[src/tmr8_pkg.sv]
// constants, field layouts and carrier types for the 8-bit timer with output compare
package tmr8_pkg;

	localparam int ADDR_W = 8;
	localparam int DATA_W = 32;
	localparam int CNT_W  = 8;

	// register byte offsets
	localparam logic [ADDR_W-1:0] CTRL_OFS    = 8'h00;
	localparam logic [ADDR_W-1:0] COUNT_OFS   = 8'h04;
	localparam logic [ADDR_W-1:0] COMPARE_OFS = 8'h08;
	localparam logic [ADDR_W-1:0] FLAGS_OFS   = 8'h0C;
	localparam logic [ADDR_W-1:0] IRQEN_OFS   = 8'h10;

	// bit positions in the flag and irq enable registers
	localparam int FLAG_OVF_BIT = 0;
	localparam int FLAG_CMP_BIT = 1;

	// waveform_mode encodings
	localparam logic [1:0] WAVE_NORMAL         = 2'h0;
	localparam logic [1:0] WAVE_PHASE_PWM      = 2'h1;
	localparam logic [1:0] WAVE_CLEAR_ON_MATCH = 2'h2;
	localparam logic [1:0] WAVE_FAST_PWM       = 2'h3;

	// compare_output_mode encodings (non-PWM meaning)
	localparam logic [1:0] COM_OFF    = 2'h0;
	localparam logic [1:0] COM_TOGGLE = 2'h1;
	localparam logic [1:0] COM_CLEAR  = 2'h2;
	localparam logic [1:0] COM_SET    = 2'h3;

	localparam logic [CNT_W-1:0] COUNT_BOTTOM = 8'h00;
	localparam logic [CNT_W-1:0] COUNT_MAX    = 8'hFF;

	localparam logic [7:0] CTRL_RESET    = 8'h00;
	localparam logic [7:0] COMPARE_RESET = 8'h00;
	localparam logic [1:0] IRQEN_RESET   = 2'h0;

	localparam logic [1:0] RESP_OKAY   = 2'h0;
	localparam logic [1:0] RESP_SLVERR = 2'h2;

	// prescaler masks per clock_select; index 0 means stopped
	localparam int PRESC_W = 10;
	localparam logic [PRESC_W-1:0] PRESCALE_MASK [8] = '{
		10'h000, 10'h000, 10'h007, 10'h01F, 10'h03F, 10'h07F, 10'h0FF, 10'h3FF
	};

	typedef struct packed {
		logic       forceCompare;
		logic [1:0] compareOutputMode;
		logic [1:0] waveformMode;
		logic [2:0] clockSelect;
	} tmr8_ctrl_type;

endpackage

[src/tmr8_output_compare.sv]
// 8-bit timer/counter with one output compare channel and an AXI4-Lite register slave
// Overview of operation
// each tick clears, increments or decrements by mode
// clock select zero stops all ticks
// counter readable and writable at any time
// counter write beats any tick update
// bottom indication when counter equals zero
// overflow flag set per mode, irq capable
// comparator signals match when counter equals compare
// match sets compare flag on tick
// enabled compare flag requests irq, acknowledge clears
// writing one clears compare flag
// output formed from match, mode, max, bottom
// compare double buffered in PWM modes only
// buffered: accesses reach buffer, else active
// force compare updates output, no flag; the code does so only when the written waveform mode is not a PWM mode
// counter write blocks match next tick
// software avoids writing counter equal compare
// software sets output before enabling pin
// output level kept across mode change
// output mode bits act immediately
// max indication when counter equals 255
//
// Register access over AXI4-Lite and the address map were decided locally.
module tmr8_output_compare
	import tmr8_pkg::*;
(
	input  wire logic              sys_clk,
	input  wire logic              srst,
	input  wire logic [ADDR_W-1:0] awaddr,
	input  wire logic              awvalid,
	output wire logic              awready,
	input  wire logic [DATA_W-1:0] wdata,
	input  wire logic [3:0]        wstrb,
	input  wire logic              wvalid,
	output wire logic              wready,
	output wire logic [1:0]        bresp,
	output wire logic              bvalid,
	input  wire logic              bready,
	input  wire logic [ADDR_W-1:0] araddr,
	input  wire logic              arvalid,
	output wire logic              arready,
	output wire logic [DATA_W-1:0] rdata,
	output wire logic [1:0]        rresp,
	output wire logic              rvalid,
	input  wire logic              rready,
	input  wire logic              compareIrqAck,
	input  wire logic              overflowIrqAck,
	output wire logic              compareIrq,
	output wire logic              overflowIrq,
	output wire logic              compareOutputPin,
	output wire logic              compareOutputEnable
);
	// bus slave state
	logic              awready_q;
	logic              wready_q;
	logic              bvalid_q;
	logic [1:0]        bresp_q;
	logic              arready_q;
	logic              rvalid_q;
	logic [1:0]        rresp_q;
	logic [DATA_W-1:0] rdata_q;
	logic              awHave_q;
	logic              wHave_q;
	logic [ADDR_W-1:0] awAddr_q;
	logic [7:0]        wByte_q;
	logic              wLane_q;
	// timer state
	tmr8_ctrl_type     ctrl_q;
	logic [CNT_W-1:0]  countValue_q;
	logic [CNT_W-1:0]  compareActive_q;
	logic [CNT_W-1:0]  compareBuffer_q;
	logic              countDown_q;
	logic              blockMatch_q;
	logic [PRESC_W-1:0] prescale_q;
	logic              overflowFlag_q;
	logic              compareFlag_q;
	logic [1:0]        irqEnable_q;
	logic              compareIrq_q;
	logic              overflowIrq_q;
	logic              ocLevel_q;
	logic              pinEnable_q;
	logic              awTake;
	logic              wTake;
	logic              arTake;
	logic              doWrite;
	logic              wrMapped;
	logic              wrCtrl;
	logic              wrCount;
	logic              wrCompare;
	logic              wrFlags;
	logic              wrIrqEn;
	tmr8_ctrl_type     ctrlWr;
	logic              timerTick;
	logic              isPwm;
	logic              atBottom;
	logic              atMax;
	logic              match;
	logic              matchHit;
	logic              wrapTop;
	logic              forceHit;
	logic              overflowSet;
	logic              overflowFlag_d;
	logic              compareFlag_d;
	logic [CNT_W-1:0]  countValue_d;
	logic [DATA_W-1:0] readData;
	logic              readMapped;
	assign awready             = awready_q;
	assign wready              = wready_q;
	assign bvalid              = bvalid_q;
	assign bresp               = bresp_q;
	assign arready             = arready_q;
	assign rvalid              = rvalid_q;
	assign rresp               = rresp_q;
	assign rdata               = rdata_q;
	assign compareIrq          = compareIrq_q;
	assign overflowIrq         = overflowIrq_q;
	assign compareOutputPin    = ocLevel_q;
	assign compareOutputEnable = pinEnable_q;
	// write address and data taken in either order, then one response
	assign awTake  = awvalid & awready_q;
	assign wTake   = wvalid & wready_q;
	assign arTake  = arvalid & arready_q;
	assign doWrite = awHave_q & wHave_q & ~bvalid_q;
	assign wrMapped  = (awAddr_q == CTRL_OFS) | (awAddr_q == COUNT_OFS) | (awAddr_q == COMPARE_OFS)
		| (awAddr_q == FLAGS_OFS) | (awAddr_q == IRQEN_OFS);
	assign wrCtrl    = doWrite & wLane_q & (awAddr_q == CTRL_OFS);
	assign wrCount   = doWrite & wLane_q & (awAddr_q == COUNT_OFS);
	assign wrCompare = doWrite & wLane_q & (awAddr_q == COMPARE_OFS);
	assign wrFlags   = doWrite & wLane_q & (awAddr_q == FLAGS_OFS);
	assign wrIrqEn   = doWrite & wLane_q & (awAddr_q == IRQEN_OFS);
	assign ctrlWr    = tmr8_ctrl_type'(wByte_q);

	always_ff @(posedge sys_clk) begin
		if (srst) begin
			awHave_q  <= 1'b0;
			wHave_q   <= 1'b0;
			awAddr_q  <= '0;
			wByte_q   <= 8'h00;
			wLane_q   <= 1'b0;
			awready_q <= 1'b0;
			wready_q  <= 1'b0;
			bvalid_q  <= 1'b0;
			bresp_q   <= RESP_OKAY;
		end else begin
			if (doWrite) begin
				awHave_q <= 1'b0;
				wHave_q  <= 1'b0;
				bvalid_q <= 1'b1;
				bresp_q  <= wrMapped ? RESP_OKAY : RESP_SLVERR;
			end else begin
				if (awTake) begin
					awHave_q <= 1'b1;
					awAddr_q <= awaddr;
				end
				if (wTake) begin
					wHave_q <= 1'b1;
					wByte_q <= wdata[7:0];
					wLane_q <= wstrb[0];
				end
				if (bvalid_q & bready) begin
					bvalid_q <= 1'b0;
				end
			end
			awready_q <= ~doWrite & ~(awHave_q | awTake) & ~(bvalid_q & ~bready);
			wready_q  <= ~doWrite & ~(wHave_q | wTake) & ~(bvalid_q & ~bready);
		end
	end
	// read path, one outstanding read
	always_comb begin
		readData   = '0;
		readMapped = 1'b1;
		case (araddr)
			CTRL_OFS: begin
				readData[6:0] = {ctrl_q.compareOutputMode, ctrl_q.waveformMode, ctrl_q.clockSelect};
			end
			COUNT_OFS: begin
				readData[CNT_W-1:0] = countValue_q;
			end
			COMPARE_OFS: begin
				readData[CNT_W-1:0] = isPwm ? compareBuffer_q : compareActive_q;
			end
			FLAGS_OFS: begin
				readData[FLAG_OVF_BIT] = overflowFlag_q;
				readData[FLAG_CMP_BIT] = compareFlag_q;
			end
			IRQEN_OFS: begin
				readData[1:0] = irqEnable_q;
			end
			default: begin
				readMapped = 1'b0;
			end
		endcase
	end
	always_ff @(posedge sys_clk) begin
		if (srst) begin
			arready_q <= 1'b0;
			rvalid_q  <= 1'b0;
			rresp_q   <= RESP_OKAY;
			rdata_q   <= '0;
		end else begin
			if (arTake) begin
				rvalid_q <= 1'b1;
				rdata_q  <= readData;
				rresp_q  <= readMapped ? RESP_OKAY : RESP_SLVERR;
			end else if (rvalid_q & rready) begin
				rvalid_q <= 1'b0;
			end
			arready_q <= ~arTake & ~(rvalid_q & ~rready);
		end
	end
	// control register; force bit is a strobe, never stored
	always_ff @(posedge sys_clk) begin
		if (srst) begin
			ctrl_q      <= tmr8_ctrl_type'(CTRL_RESET);
			irqEnable_q <= IRQEN_RESET;
			pinEnable_q <= 1'b0;
		end else begin
			if (wrCtrl) begin
				ctrl_q              <= ctrlWr;
				ctrl_q.forceCompare <= 1'b0;
			end
			if (wrIrqEn) begin
				irqEnable_q <= wByte_q[1:0];
			end
			pinEnable_q <= wrCtrl ? (ctrlWr.compareOutputMode != COM_OFF)
				: (ctrl_q.compareOutputMode != COM_OFF);
		end
	end
	// timer tick from free running prescaler
	always_ff @(posedge sys_clk) begin
		if (srst) begin
			prescale_q <= '0;
		end else begin
			prescale_q <= prescale_q + 1'b1;
		end
	end
	assign timerTick = (ctrl_q.clockSelect != 3'h0)
		& ((prescale_q & PRESCALE_MASK[ctrl_q.clockSelect]) == PRESCALE_MASK[ctrl_q.clockSelect]);
	assign isPwm    = (ctrl_q.waveformMode == WAVE_PHASE_PWM) | (ctrl_q.waveformMode == WAVE_FAST_PWM);
	assign atBottom = (countValue_q == COUNT_BOTTOM);
	assign atMax    = (countValue_q == COUNT_MAX);
	assign match    = (countValue_q == compareActive_q);
	assign matchHit = timerTick & match & ~blockMatch_q & ~wrCount;
	assign wrapTop  = timerTick & atMax & ~countDown_q & ~wrCount;
	assign forceHit = wrCtrl & ctrlWr.forceCompare
		& (ctrlWr.waveformMode != WAVE_PHASE_PWM) & (ctrlWr.waveformMode != WAVE_FAST_PWM);
	// counter next value
	always_comb begin
		countValue_d = countValue_q;
		if (wrCount) begin
			countValue_d = wByte_q;
		end else if (timerTick) begin
			case (ctrl_q.waveformMode)
				WAVE_CLEAR_ON_MATCH: begin
					countValue_d = matchHit ? COUNT_BOTTOM : countValue_q + 1'b1;
				end
				WAVE_PHASE_PWM: begin
					if (countDown_q) begin
						countValue_d = atBottom ? countValue_q + 1'b1 : countValue_q - 1'b1;
					end else begin
						countValue_d = atMax ? countValue_q - 1'b1 : countValue_q + 1'b1;
					end
				end
				default: begin
					countValue_d = countValue_q + 1'b1;
				end
			endcase
		end
	end

	always_ff @(posedge sys_clk) begin
		if (srst) begin
			countValue_q <= COUNT_BOTTOM;
			countDown_q  <= 1'b0;
			blockMatch_q <= 1'b0;
		end else begin
			countValue_q <= countValue_d;
			if (ctrl_q.waveformMode != WAVE_PHASE_PWM) begin
				countDown_q <= 1'b0;
			end else if (timerTick & ~wrCount) begin
				if (~countDown_q & atMax) begin
					countDown_q <= 1'b1;
				end else if (countDown_q & atBottom) begin
					countDown_q <= 1'b0;
				end
			end
			if (wrCount) begin
				blockMatch_q <= 1'b1;
			end else if (timerTick) begin
				blockMatch_q <= 1'b0;
			end
		end
	end
	// compare register, buffered while a PWM mode is selected
	always_ff @(posedge sys_clk) begin
		if (srst) begin
			compareActive_q <= COMPARE_RESET;
			compareBuffer_q <= COMPARE_RESET;
		end else begin
			if (wrCompare) begin
				compareBuffer_q <= wByte_q;
			end
			if (wrCompare & ~isPwm) begin
				compareActive_q <= wByte_q;
			end else if (isPwm & wrapTop) begin
				compareActive_q <= compareBuffer_q;
			end
		end
	end
	// flags: hardware set wins over software or acknowledge clear
	assign overflowSet = timerTick & ~wrCount & (ctrl_q.waveformMode == WAVE_PHASE_PWM
		? (countDown_q & atBottom) : atMax);
	assign overflowFlag_d = overflowSet
		| (overflowFlag_q & ~(wrFlags & wByte_q[FLAG_OVF_BIT]) & ~overflowIrqAck);
	assign compareFlag_d = matchHit
		| (compareFlag_q & ~(wrFlags & wByte_q[FLAG_CMP_BIT]) & ~compareIrqAck);

	always_ff @(posedge sys_clk) begin
		if (srst) begin
			overflowFlag_q <= 1'b0;
			compareFlag_q  <= 1'b0;
			compareIrq_q   <= 1'b0;
			overflowIrq_q  <= 1'b0;
		end else begin
			overflowFlag_q <= overflowFlag_d;
			compareFlag_q  <= compareFlag_d;
			compareIrq_q   <= compareFlag_d & irqEnable_q[FLAG_CMP_BIT];
			overflowIrq_q  <= overflowFlag_d & irqEnable_q[FLAG_OVF_BIT];
		end
	end
	// waveform generator; level held across mode changes
	always_ff @(posedge sys_clk) begin
		if (srst) begin
			ocLevel_q <= 1'b0;
		end else if (forceHit) begin
			case (ctrlWr.compareOutputMode)
				COM_TOGGLE: ocLevel_q <= ~ocLevel_q;
				COM_CLEAR:  ocLevel_q <= 1'b0;
				COM_SET:    ocLevel_q <= 1'b1;
				default:    ocLevel_q <= ocLevel_q;
			endcase
		end else begin
			case (ctrl_q.waveformMode)
				WAVE_FAST_PWM: begin
					if (ctrl_q.compareOutputMode[1] & wrapTop) begin
						ocLevel_q <= ~ctrl_q.compareOutputMode[0];
					end else if (ctrl_q.compareOutputMode[1] & matchHit) begin
						ocLevel_q <= ctrl_q.compareOutputMode[0];
					end
				end
				WAVE_PHASE_PWM: begin
					if (ctrl_q.compareOutputMode[1] & matchHit) begin
						ocLevel_q <= countDown_q ? ~ctrl_q.compareOutputMode[0] : ctrl_q.compareOutputMode[0];
					end
				end
				default: begin
					if (matchHit) begin
						case (ctrl_q.compareOutputMode)
							COM_TOGGLE: ocLevel_q <= ~ocLevel_q;
							COM_CLEAR:  ocLevel_q <= 1'b0;
							COM_SET:    ocLevel_q <= 1'b1;
							default:    ocLevel_q <= ocLevel_q;
						endcase
					end
				end
			endcase
		end
	end
endmodule // tmr8_output_compare

[config.mk]
export PLATFORM = sky130hd
export DESIGN_NAME = tmr8_output_compare
export DESIGN_NICKNAME = d
export VERILOG_FILES = /design/src/tmr8_pkg.sv /design/src/tmr8_output_compare.sv
export SDC_FILE = /design/constraint.sdc
export NUM_CORES = 1
export LEC_CHECK = 0
export BUFFER_PORTS_ARGS = -buffer_cell sky130_fd_sc_hd__buf_2
export CORE_ASPECT_RATIO = 0.9
export CORE_UTILIZATION = 54
export DETAILED_ROUTE_END_ITERATION = 10
export PLACE_DENSITY = 0.83
export SETUP_SLACK_MARGIN = 0.02
export SYNTH_ARGS = -nofsm -noshare
export SYNTH_HDL_FRONTEND = slang
export SYNTH_SLANG_ARGS = --single-unit
[constraint.sdc]
create_clock -name sys_clk -period 3.02 [get_ports sys_clk]
set_input_delay 0.604 -clock sys_clk [delete_from_list [all_inputs] [get_ports sys_clk]]
set_output_delay 0.604 -clock sys_clk [all_outputs]
set_load 0.1 [all_outputs]
Word level (Yosys, flattened, before mapping)

Memories as Yosys holds them, arrays and structs flattened.
Index checks and enable logic that the tools add are counted.

$add $sub $neg: 3
Order comparisons: 1
Equal/unequal tests: 26
Multiplexer cells: 37
Bitwise gates (word level): 76
Reductions and logical operators: 20

Operator list:

| kind                                                 | count |
|---|---|
| two-way mux 8 bit                                    | 9 |
| AND 1 bit                                            | 46 |
| equality test 8 x 4 -> 1 bit (second input constant) | 4 |
| zero test 8 bit                                      | 3 |
| two-way mux 10 bit                                   | 2 |
| inverter 1 bit                                       | 19 |
| two-way mux 1 bit                                    | 17 |
| equality test 8 x 3 -> 1 bit (second input constant) | 2 |
| equality test 8 x 5 -> 1 bit (second input constant) | 2 |
| case mux 8 bit (2 select lines)                      | 1 |
| case mux 5 bit (3 select lines)                      | 1 |
| nonzero test 2 bit                                   | 7 |
| equality test 2 bit (second input constant)          | 6 |
| adder 10 x 1 -> 10 bit (second input constant)       | 1 |
| AND 10 bit                                           | 1 |
| equality test 10 bit                                 | 1 |
| case mux 2 bit (5 select lines)                      | 1 |
| OR 1 bit                                             | 9 |
| adder 8 x 1 -> 8 bit (second input constant)         | 1 |
| equality test 8 bit                                  | 1 |
| equality test 8 bit (second input constant)          | 1 |
| subtractor 8 x 1 -> 8 bit (second input constant)    | 1 |
| equality test 2 x 1 -> 1 bit (second input constant) | 3 |
| case mux 1 bit (3 select lines)                      | 2 |
| other kinds (16)                                     | 22 |

Flip-flop bits (word level): 87
Bits in read-only memories: 80
Input bits: 61
Word-level logic and storage cells: 193
Memories kept: 1

Memories:

| name            | depth | bits a word | read ports | clocked after memory_dff | wr ports | RTL line                   | RTL |
|---|---|---|---|---|---|---|---|
| (no name shown) | 8     | 10          | 1          | 0                        | 0        | tmr8_output_compare.sv:239 | `& ((prescale_q & PRESCALE_MASK[ctrl_q.clockSelect]) == PRESCALE_MASK[ctrl_q.clockSelect]);` |

Depth between registers and ports, before layout

Gate-level depths: netlist of the first run.

Depth in word-level cells: 15
Mapped depth: 10

Worst setup path after synthesis of the first run

OpenSTA, ideal clock, no wires.

Kind: reg-to-reg
Start: register bvalid_q (netlist: bvalid)
End: register countValue_q[6]
Data arrival time: 2.410 ns
Data required time: 2.886 ns
Path slack: 0.476 ns
Stages on the path, launching flop included: 8
Buffers on the path: 1
Clock period less this slack: 2.544 ns
Path through: dfxtp_1 > nand3b_1 > nor4_2 > or4_1 > buf_2 > a21o_1 > a21bo_1 > a311oi_1

Cells in the longest elaborated chain, start to end: 10
Elaborated cells between the ends (all ways): 11
Those cells by class: mux (4); bitwise (6); reduce/logical (1)

RTL lines:

| what                            | RTL line                   | RTL |
|---|---|---|
| from (decl)                     | tmr8_output_compare.sv:57  | `logic bvalid_q;` |
| from (signal assigned)          | tmr8_output_compare.sv:143 | `bvalid_q <= 1'b0;` |
| from (signal assigned)          | tmr8_output_compare.sv:149 | `bvalid_q <= 1'b1;` |
| from (signal assigned)          | tmr8_output_compare.sv:162 | `bvalid_q <= 1'b0;` |
| inverter 1 bit (*)              | tmr8_output_compare.sv:124 | `assign doWrite = awHave_q & wHave_q & ~bvalid_q;` |
| AND 1 bit (*)                   | tmr8_output_compare.sv:124 |  |
| AND 1 bit (*) (2 in series)     | tmr8_output_compare.sv:128 | `assign wrCount = doWrite & wLane_q & (awAddr_q == COUNT_OFS);` |
| inverter 1 bit                  | tmr8_output_compare.sv:244 | `assign matchHit = timerTick & match & ~blockMatch_q & ~wrCount;` |
| AND 1 bit                       | tmr8_output_compare.sv:244 |  |
| two-way mux 8 bit               | tmr8_output_compare.sv:256 | `countValue_d = matchHit ? COUNT_BOTTOM : countValue_q + 1'b1;` |
| case mux 8 bit (2 select lines) | tmr8_output_compare.sv:254 | `case (ctrl_q.waveformMode)` |
| two-way mux 8 bit               | tmr8_output_compare.sv:253 | `end else if (timerTick) begin` |
| two-way mux 8 bit               | tmr8_output_compare.sv:251 | `if (wrCount) begin` |
| to (signal assigned)            | tmr8_output_compare.sv:278 | `countValue_q <= countValue_d;` |
| to (decl)                       | tmr8_output_compare.sv:70  | `logic [CNT_W-1:0] countValue_q;` |

Every way passes the cells marked *; elsewhere a longest branch is shown, timed or not. The select of a mux whose other input is x is not followed.
A chain may end at the register's enable or synchronous reset.

Final worst setup path of the first run

Start: register prescale_q[6]
End: register countValue_q[1]

Cells in the longest elaborated chain, start to end: 10
Elaborated cells between the ends (all ways): 11
Those cells by class: eq/ne (1); mux (4); bitwise (5); reduce/logical (1)

RTL lines:

| what                            | RTL line                   | RTL |
|---|---|---|
| from (decl)                     | tmr8_output_compare.sv:75  | `logic [PRESC_W-1:0] prescale_q;` |
| from (signal assigned)          | tmr8_output_compare.sv:235 | `prescale_q <= prescale_q + 1'b1;` |
| AND 10 bit (*)                  | tmr8_output_compare.sv:239 |  |
| equality test 10 bit (*)        | tmr8_output_compare.sv:239 |  |
| AND 1 bit (*)                   | tmr8_output_compare.sv:239 |  |
| AND 1 bit (3 in series)         | tmr8_output_compare.sv:244 |  |
| two-way mux 8 bit               | tmr8_output_compare.sv:256 |  |
| case mux 8 bit (2 select lines) | tmr8_output_compare.sv:254 |  |
| two-way mux 8 bit               | tmr8_output_compare.sv:253 |  |
| two-way mux 8 bit               | tmr8_output_compare.sv:251 |  |

Marked as above.

==> out/results.ini, run 1 <==
[grt]
grt_pass1_wl_mm = 20.3
globalRouteOverflowTotal = 0
antenna_found_initial = 0
grt_pass1_vias = 4132
grt_use_total = 0.285
grt_start_max_net_pins = 50

[worst_hold_path]
hp-start = prescale_q[0]
hold_class = flip-flop to flip-flop
holdPathStages = 1
min_to = prescale_q[0]

[run]
maxCapViolCount = 0

[power_and_ir_drop]
power_density_mw_per_mm2 = 469
swShare = 0.320
pwr-share-seq = 0.495
pwr-share-clk = 0.351
intPower_uw = 1640
ir_drop_v = 0.000348
fin_total_pwr_uw = 2410
comb_power_share = 0.155
p_switching_uw = 771
p_leak_uw = 0.00200

[timing]
clock.fmax_mhz = 366
worst_slew_pin_slew_ps = 618
holdWs_ps = 466
drv_slew = 0
finClkSkew_ps = 10.4
setup_viol = 0
slew_headroom = 0.586
hold_viol = 0
period_needed_ps = 2730
tns_ps = 0
rsz0062_at_grt = no
fin_crit_sh = 0.906

[drt]
viasPerCell = 5.94
first_pass_iters = 5
wl_per_cell_microns = 16.7
drc = 0
first_iter_violations = 503
drtAntennaViolNets = 0
routed_wl_mm = 12.1
routed-via-count = 4332

[yosys]
yosysMostFrequentCell = dfxtp_1
synth.distinct_cells = 62
synth_enable_flop_cells = 0
yosysTopAreaCellShare = 0.367
synthCells = 567
synthTopCellsByCount = dfxtp_1, nor2_1, nand2_1, a21oi_1, mux2i_1
syn_area_sq_mm = 0.00464
synth_warnings = 0
async_reset_ff_frac = 0
seq_area_frac_synth = 0.367
yosys-top-cells-area = dfxtp_1, mux2i_1, nor2_1
synth_area_per_cell_sq_um = 8.18
ys.flop_type = dfxtp_1
synth-seq-cells = 85
synth_top_area_cell = dfxtp_1

[setup_path]
critPathKind = flip-flop to flip-flop
path_max_fanout = 7
reg2reg_from = prescale_q[6]
arrival_ps = 2970
regToRegSetupSlack_ps = 290
regToRegEndpoint = countValue_q[1]
cp_slowest_cell = or4_1
cp-end-kind = flip-flop
rr_worst_depth = 7
worstPathCellList = nand3_1 -> a311o_1 -> a221o_1 -> or4_1 -> a21o_1 -> o21ai_0 -> a31oi_1
critPathLaunchType = flip-flop
crit_required_ps = 3260
slowest_delay_ps = 710

[floorplanning]
start_util = 0.567
row_count = 31
die_y_microns = 89.9
die_w_microns = 99.7
io_pins = 106
core_area_sq_mm = 0.00818
dieArea_sq_mm = 0.00896

[layout]
post_route_cells_drive_above_1_share = 0.151
nets = 681
design_area_sq_mm = 0.00514
syn_to_final_growth_pct = 10.8
antennaDiodeCount = 0

[cts]
cts_resized = 0
cts_root_buffer = clkbuf_8
cts_buffer_depth = 2
h-tree-depth = 3
clk_latency_ps = 370
cts_buffers = 9
cts_tree = yes
cts_setup_buffers = 0
cts.reportedPaths.clkPinSlew_ps = 90
clock-sinks = 85
cts_hold_buf = 0

[place]
place_area_sq_mm = 0.00493
finalWeightedCongestion = 0.981
dp_hpwl_mm = 8.50
io_buffers = 52

[run_status]
outcome = completed

-- registers in the layout (all words and copies together) (netlist names), 2 cells and up --
register         flops
ctrlWr               8
countValue_q         8
prescale_q          10
awAddr_q             8
ctrl_q               7
compareActive_q      8
rdata                8
irqEnable_q          2
compareBuffer_q      8
-- logic make-up (layout without fill, tap and decap cells) --
group / after synthesis / after routing / synth area share
AND/OR/NAND/NOR: 217 / 217 / 0.234
AO/OA/AOI/OAI: 123 / 123 / 0.171
flip-flops: 85 / 85 / 0.367
buffers and inverters: 79 / 101 / 0.0861
multiplexers: 34 / 34 / 0.0796
XOR/XNOR: 17 / 17 / 0.0321
adder cells (fa/ha/maj): 11 / 11 / 0.0297
other: 1 / 26 / 0.000809
-- cell usage in the layout (no fill, tap or decap), types with 7 or more instances in the layout --
| cell | n |
|---|---|
| a22oi_1 | 8 |
| buf_2 | 52 |
| o21ai_0 | 28 |
| xnor2_1 | 11 |
| nand2_1 | 44 |
| nor3_1 | 19 |
| ha_1 | 11 |
| a211oi_1 | 8 |
| conb_1 | 26 |
| or3_1 | 7 |
| nand3_1 | 28 |
| mux2i_1 | 29 |
| clkbuf_8 | 10 |
| nor2_1 | 68 |
| inv_1 | 19 |
| a21oi_1 | 37 |
| and3_1 | 7 |
| dfxtp_1 | 85 |
| buf_4 | 13 |
-- worst max path at each step --
| stage | start | endpoint | slack [ps] | depth (start not counted) |
|---|---|---|---|---|
| detailed placement | prescale_q[6] | countValue_q[6] | 390 | 7 |
| finish | prescale_q[6] | countValue_q[1] | 290 | 7 |
| CTS | prescale_q[6] | countValue_q[6] | 330 | 7 |
| global placement | prescale_q[6] | countValue_q[6] | 430 | 7 |
| floorplan | bvalid | countValue_q[6] | 480 | 7 |
| global route | prescale_q[6] | countValue_q[3] | 200 | 7 |
-- critical path, delay by kind of cell, from the launching register on --
kind | cells | cell delay (ps)
and+or+nand+nor | 2 | 840
DFF | 1 | 440
AOI/OAI and AO/OA | 5 | 1330
-- metal layers --
layer	global-route usage	routed length [microns]	vias up
li1	-	-	2061
met1	0.367	4960	1973
met2	0.459	5630	252
met3	0.0677	1160	46
met4	0.110	396	0
met5	0	0	-
-- stage by stage --
step	cells	utilization	setup slack, ps
finish	729	0.628	285
floorplan	592	-	476
global route	729	0.628	199
detailed placement	713	0.603	395
global placement	713	0.603	427
CTS	729	0.628	330
-- power groups by stage --
stage	Clock, uW	Combinational, uW	Sequential, uW
after detailed placement	0	369	1210
after floorplan	0	291	1250
after global placement	0	363	1210
after global routing	908	395	1200
final	844	372	1190
after CTS	846	370	1190
-- area by class of cell --
class | count | area [sq um]
inverters | 19 | 71.3
clock buffers | 10 | 138
flip-flops and latches | 85 | 1700
multi-input cells | 428 | 2640
clock inverters | 6 | 68.8
fillers | 670 | 3050
repair buffers | 66 | 378
well taps | 115 | 144
Power figures use the tool's default switching activity.
==> inputs of run 2 (changes only) <==
--- a/config.mk
+++ b/config.mk
@@ -6,11 +6,14 @@
 export NUM_CORES = 1
 export LEC_CHECK = 0
 export BUFFER_PORTS_ARGS = -buffer_cell sky130_fd_sc_hd__buf_2
+export CELL_PAD_IN_SITES_DETAIL_PLACEMENT = 1
+export CELL_PAD_IN_SITES_GLOBAL_PLACEMENT = 1
 export CORE_ASPECT_RATIO = 0.9
-export CORE_UTILIZATION = 54
+export CORE_UTILIZATION = 40
 export DETAILED_ROUTE_END_ITERATION = 10
+export GPL_TIMING_DRIVEN = 0
 export PLACE_DENSITY = 0.83
-export SETUP_SLACK_MARGIN = 0.02
+export SETUP_SLACK_MARGIN = 0.3
 export SYNTH_ARGS = -nofsm -noshare
 export SYNTH_HDL_FRONTEND = slang
 export SYNTH_SLANG_ARGS = --single-unit
==> out/results.ini, run 2 (synthesis gave the netlist of run 1 again) <==
[power_and_ir_drop]
p_leak_uw = 0.00216
comb_power_share = 0.158
pwr-share-seq = 0.440
swShare = 0.310
power_density_mw_per_mm2 = 490
p_switching_uw = 836
ir_drop_v = 0.000534
pwr-share-clk = 0.402
intPower_uw = 1860

[setup_path]
arrival_ps = 2840
critPathKind = flip-flop to flip-flop
critPathLaunchType = flip-flop
path_max_fanout = 7
rr_worst_depth = 8
regToRegSetupSlack_ps = 380
cp-end-kind = flip-flop
crit_required_ps = 3220
reg2reg_from = ctrl_q[1]
regToRegEndpoint = countValue_q[6]

[layout]
syn_to_final_growth_pct = 18.6
registers.top_by_ff_count = prescale_q
post_route_cells_drive_above_1_share = 0.176
antennaDiodeCount = 0
stdcell_count = 811
nets = 726
largest_reg_flops = 10
final_cell_mix = dfxtp_1, nor2_1, buf_2
layout_commonest_cell = dfxtp_1

[drt]
routed_wl_mm = 14.7
wl_per_cell_microns = 18.2
first_pass_iters = 5
first_iter_violations = 231
drtAntennaViolNets = 0
drc = 0
viasPerCell = 5.60
routed-via-count = 4542

[cts]
cts_root_buffer = clkbuf_16
cts_buffer_depth = 2
clock-sinks = 85
h-tree-depth = 3
cts_buffers = 9
cts_tree = yes
clk_latency_ps = 350
cts.reportedPaths.clkPinSlew_ps = 60

[floorplanning]
row_count = 36
core_area_sq_mm = 0.0110
start_util = 0.420
die_y_microns = 104
dieArea_sq_mm = 0.0120
io_pins = 106
die_w_microns = 115

[timing]
rsz0062_at_grt = yes
hold_viol = 0
tns_ps = 0
drv_slew = 0
worst_slew_pin_slew_ps = 768
finClkSkew_ps = 8.02
slew_headroom = 0.488
period_needed_ps = 2640
fin_crit_sh = 0.875
clock.fmax_mhz = 378
setup_viol = 0

[worst_hold_path]
holdPathStages = 3
hp-start = awaddr[0]
hold_class = primary input to flip-flop
min_to = awAddr_q[0]

[place]
io_buffers = 50
dp_hpwl_mm = 11.1
place_inst = 794
finalWeightedCongestion = 0.895

[grt]
grt_start_max_net_pins = 15
grt_pass1_vias = 4568
grt_pass1_wl_mm = 23.6
grt_use_total = 0.254
globalRouteOverflowTotal = 0
antenna_found_initial = 0

[run]
maxCapViolCount = 0

[run_status]
outcome = completed

==> run 2: cell type report <==
class                           instances  area (sq um)
Sequential cell                        85          1700
Timing Repair Buffer                   51           258
Buffer                                 60           333
Clock inverter                          4          31.3
Clock buffer                           12           256
Multi-Input combinational cell        428          2660
Fill cell                            1377          5540
Inverter                               19          71.3
Tap cell                              152           190
==> run 2: repair_timing <==
item,4_1_cts,5_1_grt
buffers inserted,0,1
resized for setup,2,15
hold buffers,0,0
endpoints found under the setup margin,5,17
==> run 2: critical path, stage by stage (launching register included) <==
cell and delay (ps):
dfxtp_2 360, nand2b_1 150, a311o_1 360, a221o_1 350
or4_1 520, buf_2 190, a21o_2 290, a21bo_1 190
a311oi_1 80
==> run 2: how the worst max path moves through the flow <==
stage | from | to | cells after the start
floorplan | bvalid | countValue_q[6] | 7
global placement | ctrl_q[1] | countValue_q[1] | 8
detailed placement | ctrl_q[1] | compareActive_q[1] | 9
CTS | awAddr_q[1] | countValue_q[6] | 7
global route | prescale_q[2] | countValue_q[1] | 8
finish | ctrl_q[1] | countValue_q[6] | 8
==> run 2: layer usage <==
layer	vias up	wire length, microns	GRT usage
li1	2146	-	-
met1	2216	6420	0.322
met2	150	7160	0.416
met3	30	757	0.0524
met4	0	390	0.102
met5	-	0	0
==> run 2: per-stage QoR <==
stage	power (uW)	cell area (sq um)	worst slack (ps)	hold slack [ps]	util
after detailed placement	1630	5170	299	479	0.469
after global placement	1620	5170	362	436	0.469
after global routing	2780	5500	302	497	0.498
after CTS	2700	5460	313	487	0.495
after floorplan	1540	4730	476	426	-
final	2690	5500	377	488	0.498
==> run 2: power groups by stage <==
stage	Sequential, uW	Combinational (uW)	Clock [uW]
floorplan	1250	291	0
global placement	1210	411	0
detailed placement	1210	420	0
CTS	1180	422	1090
global route	1190	450	1140
finish	1180	426	1080
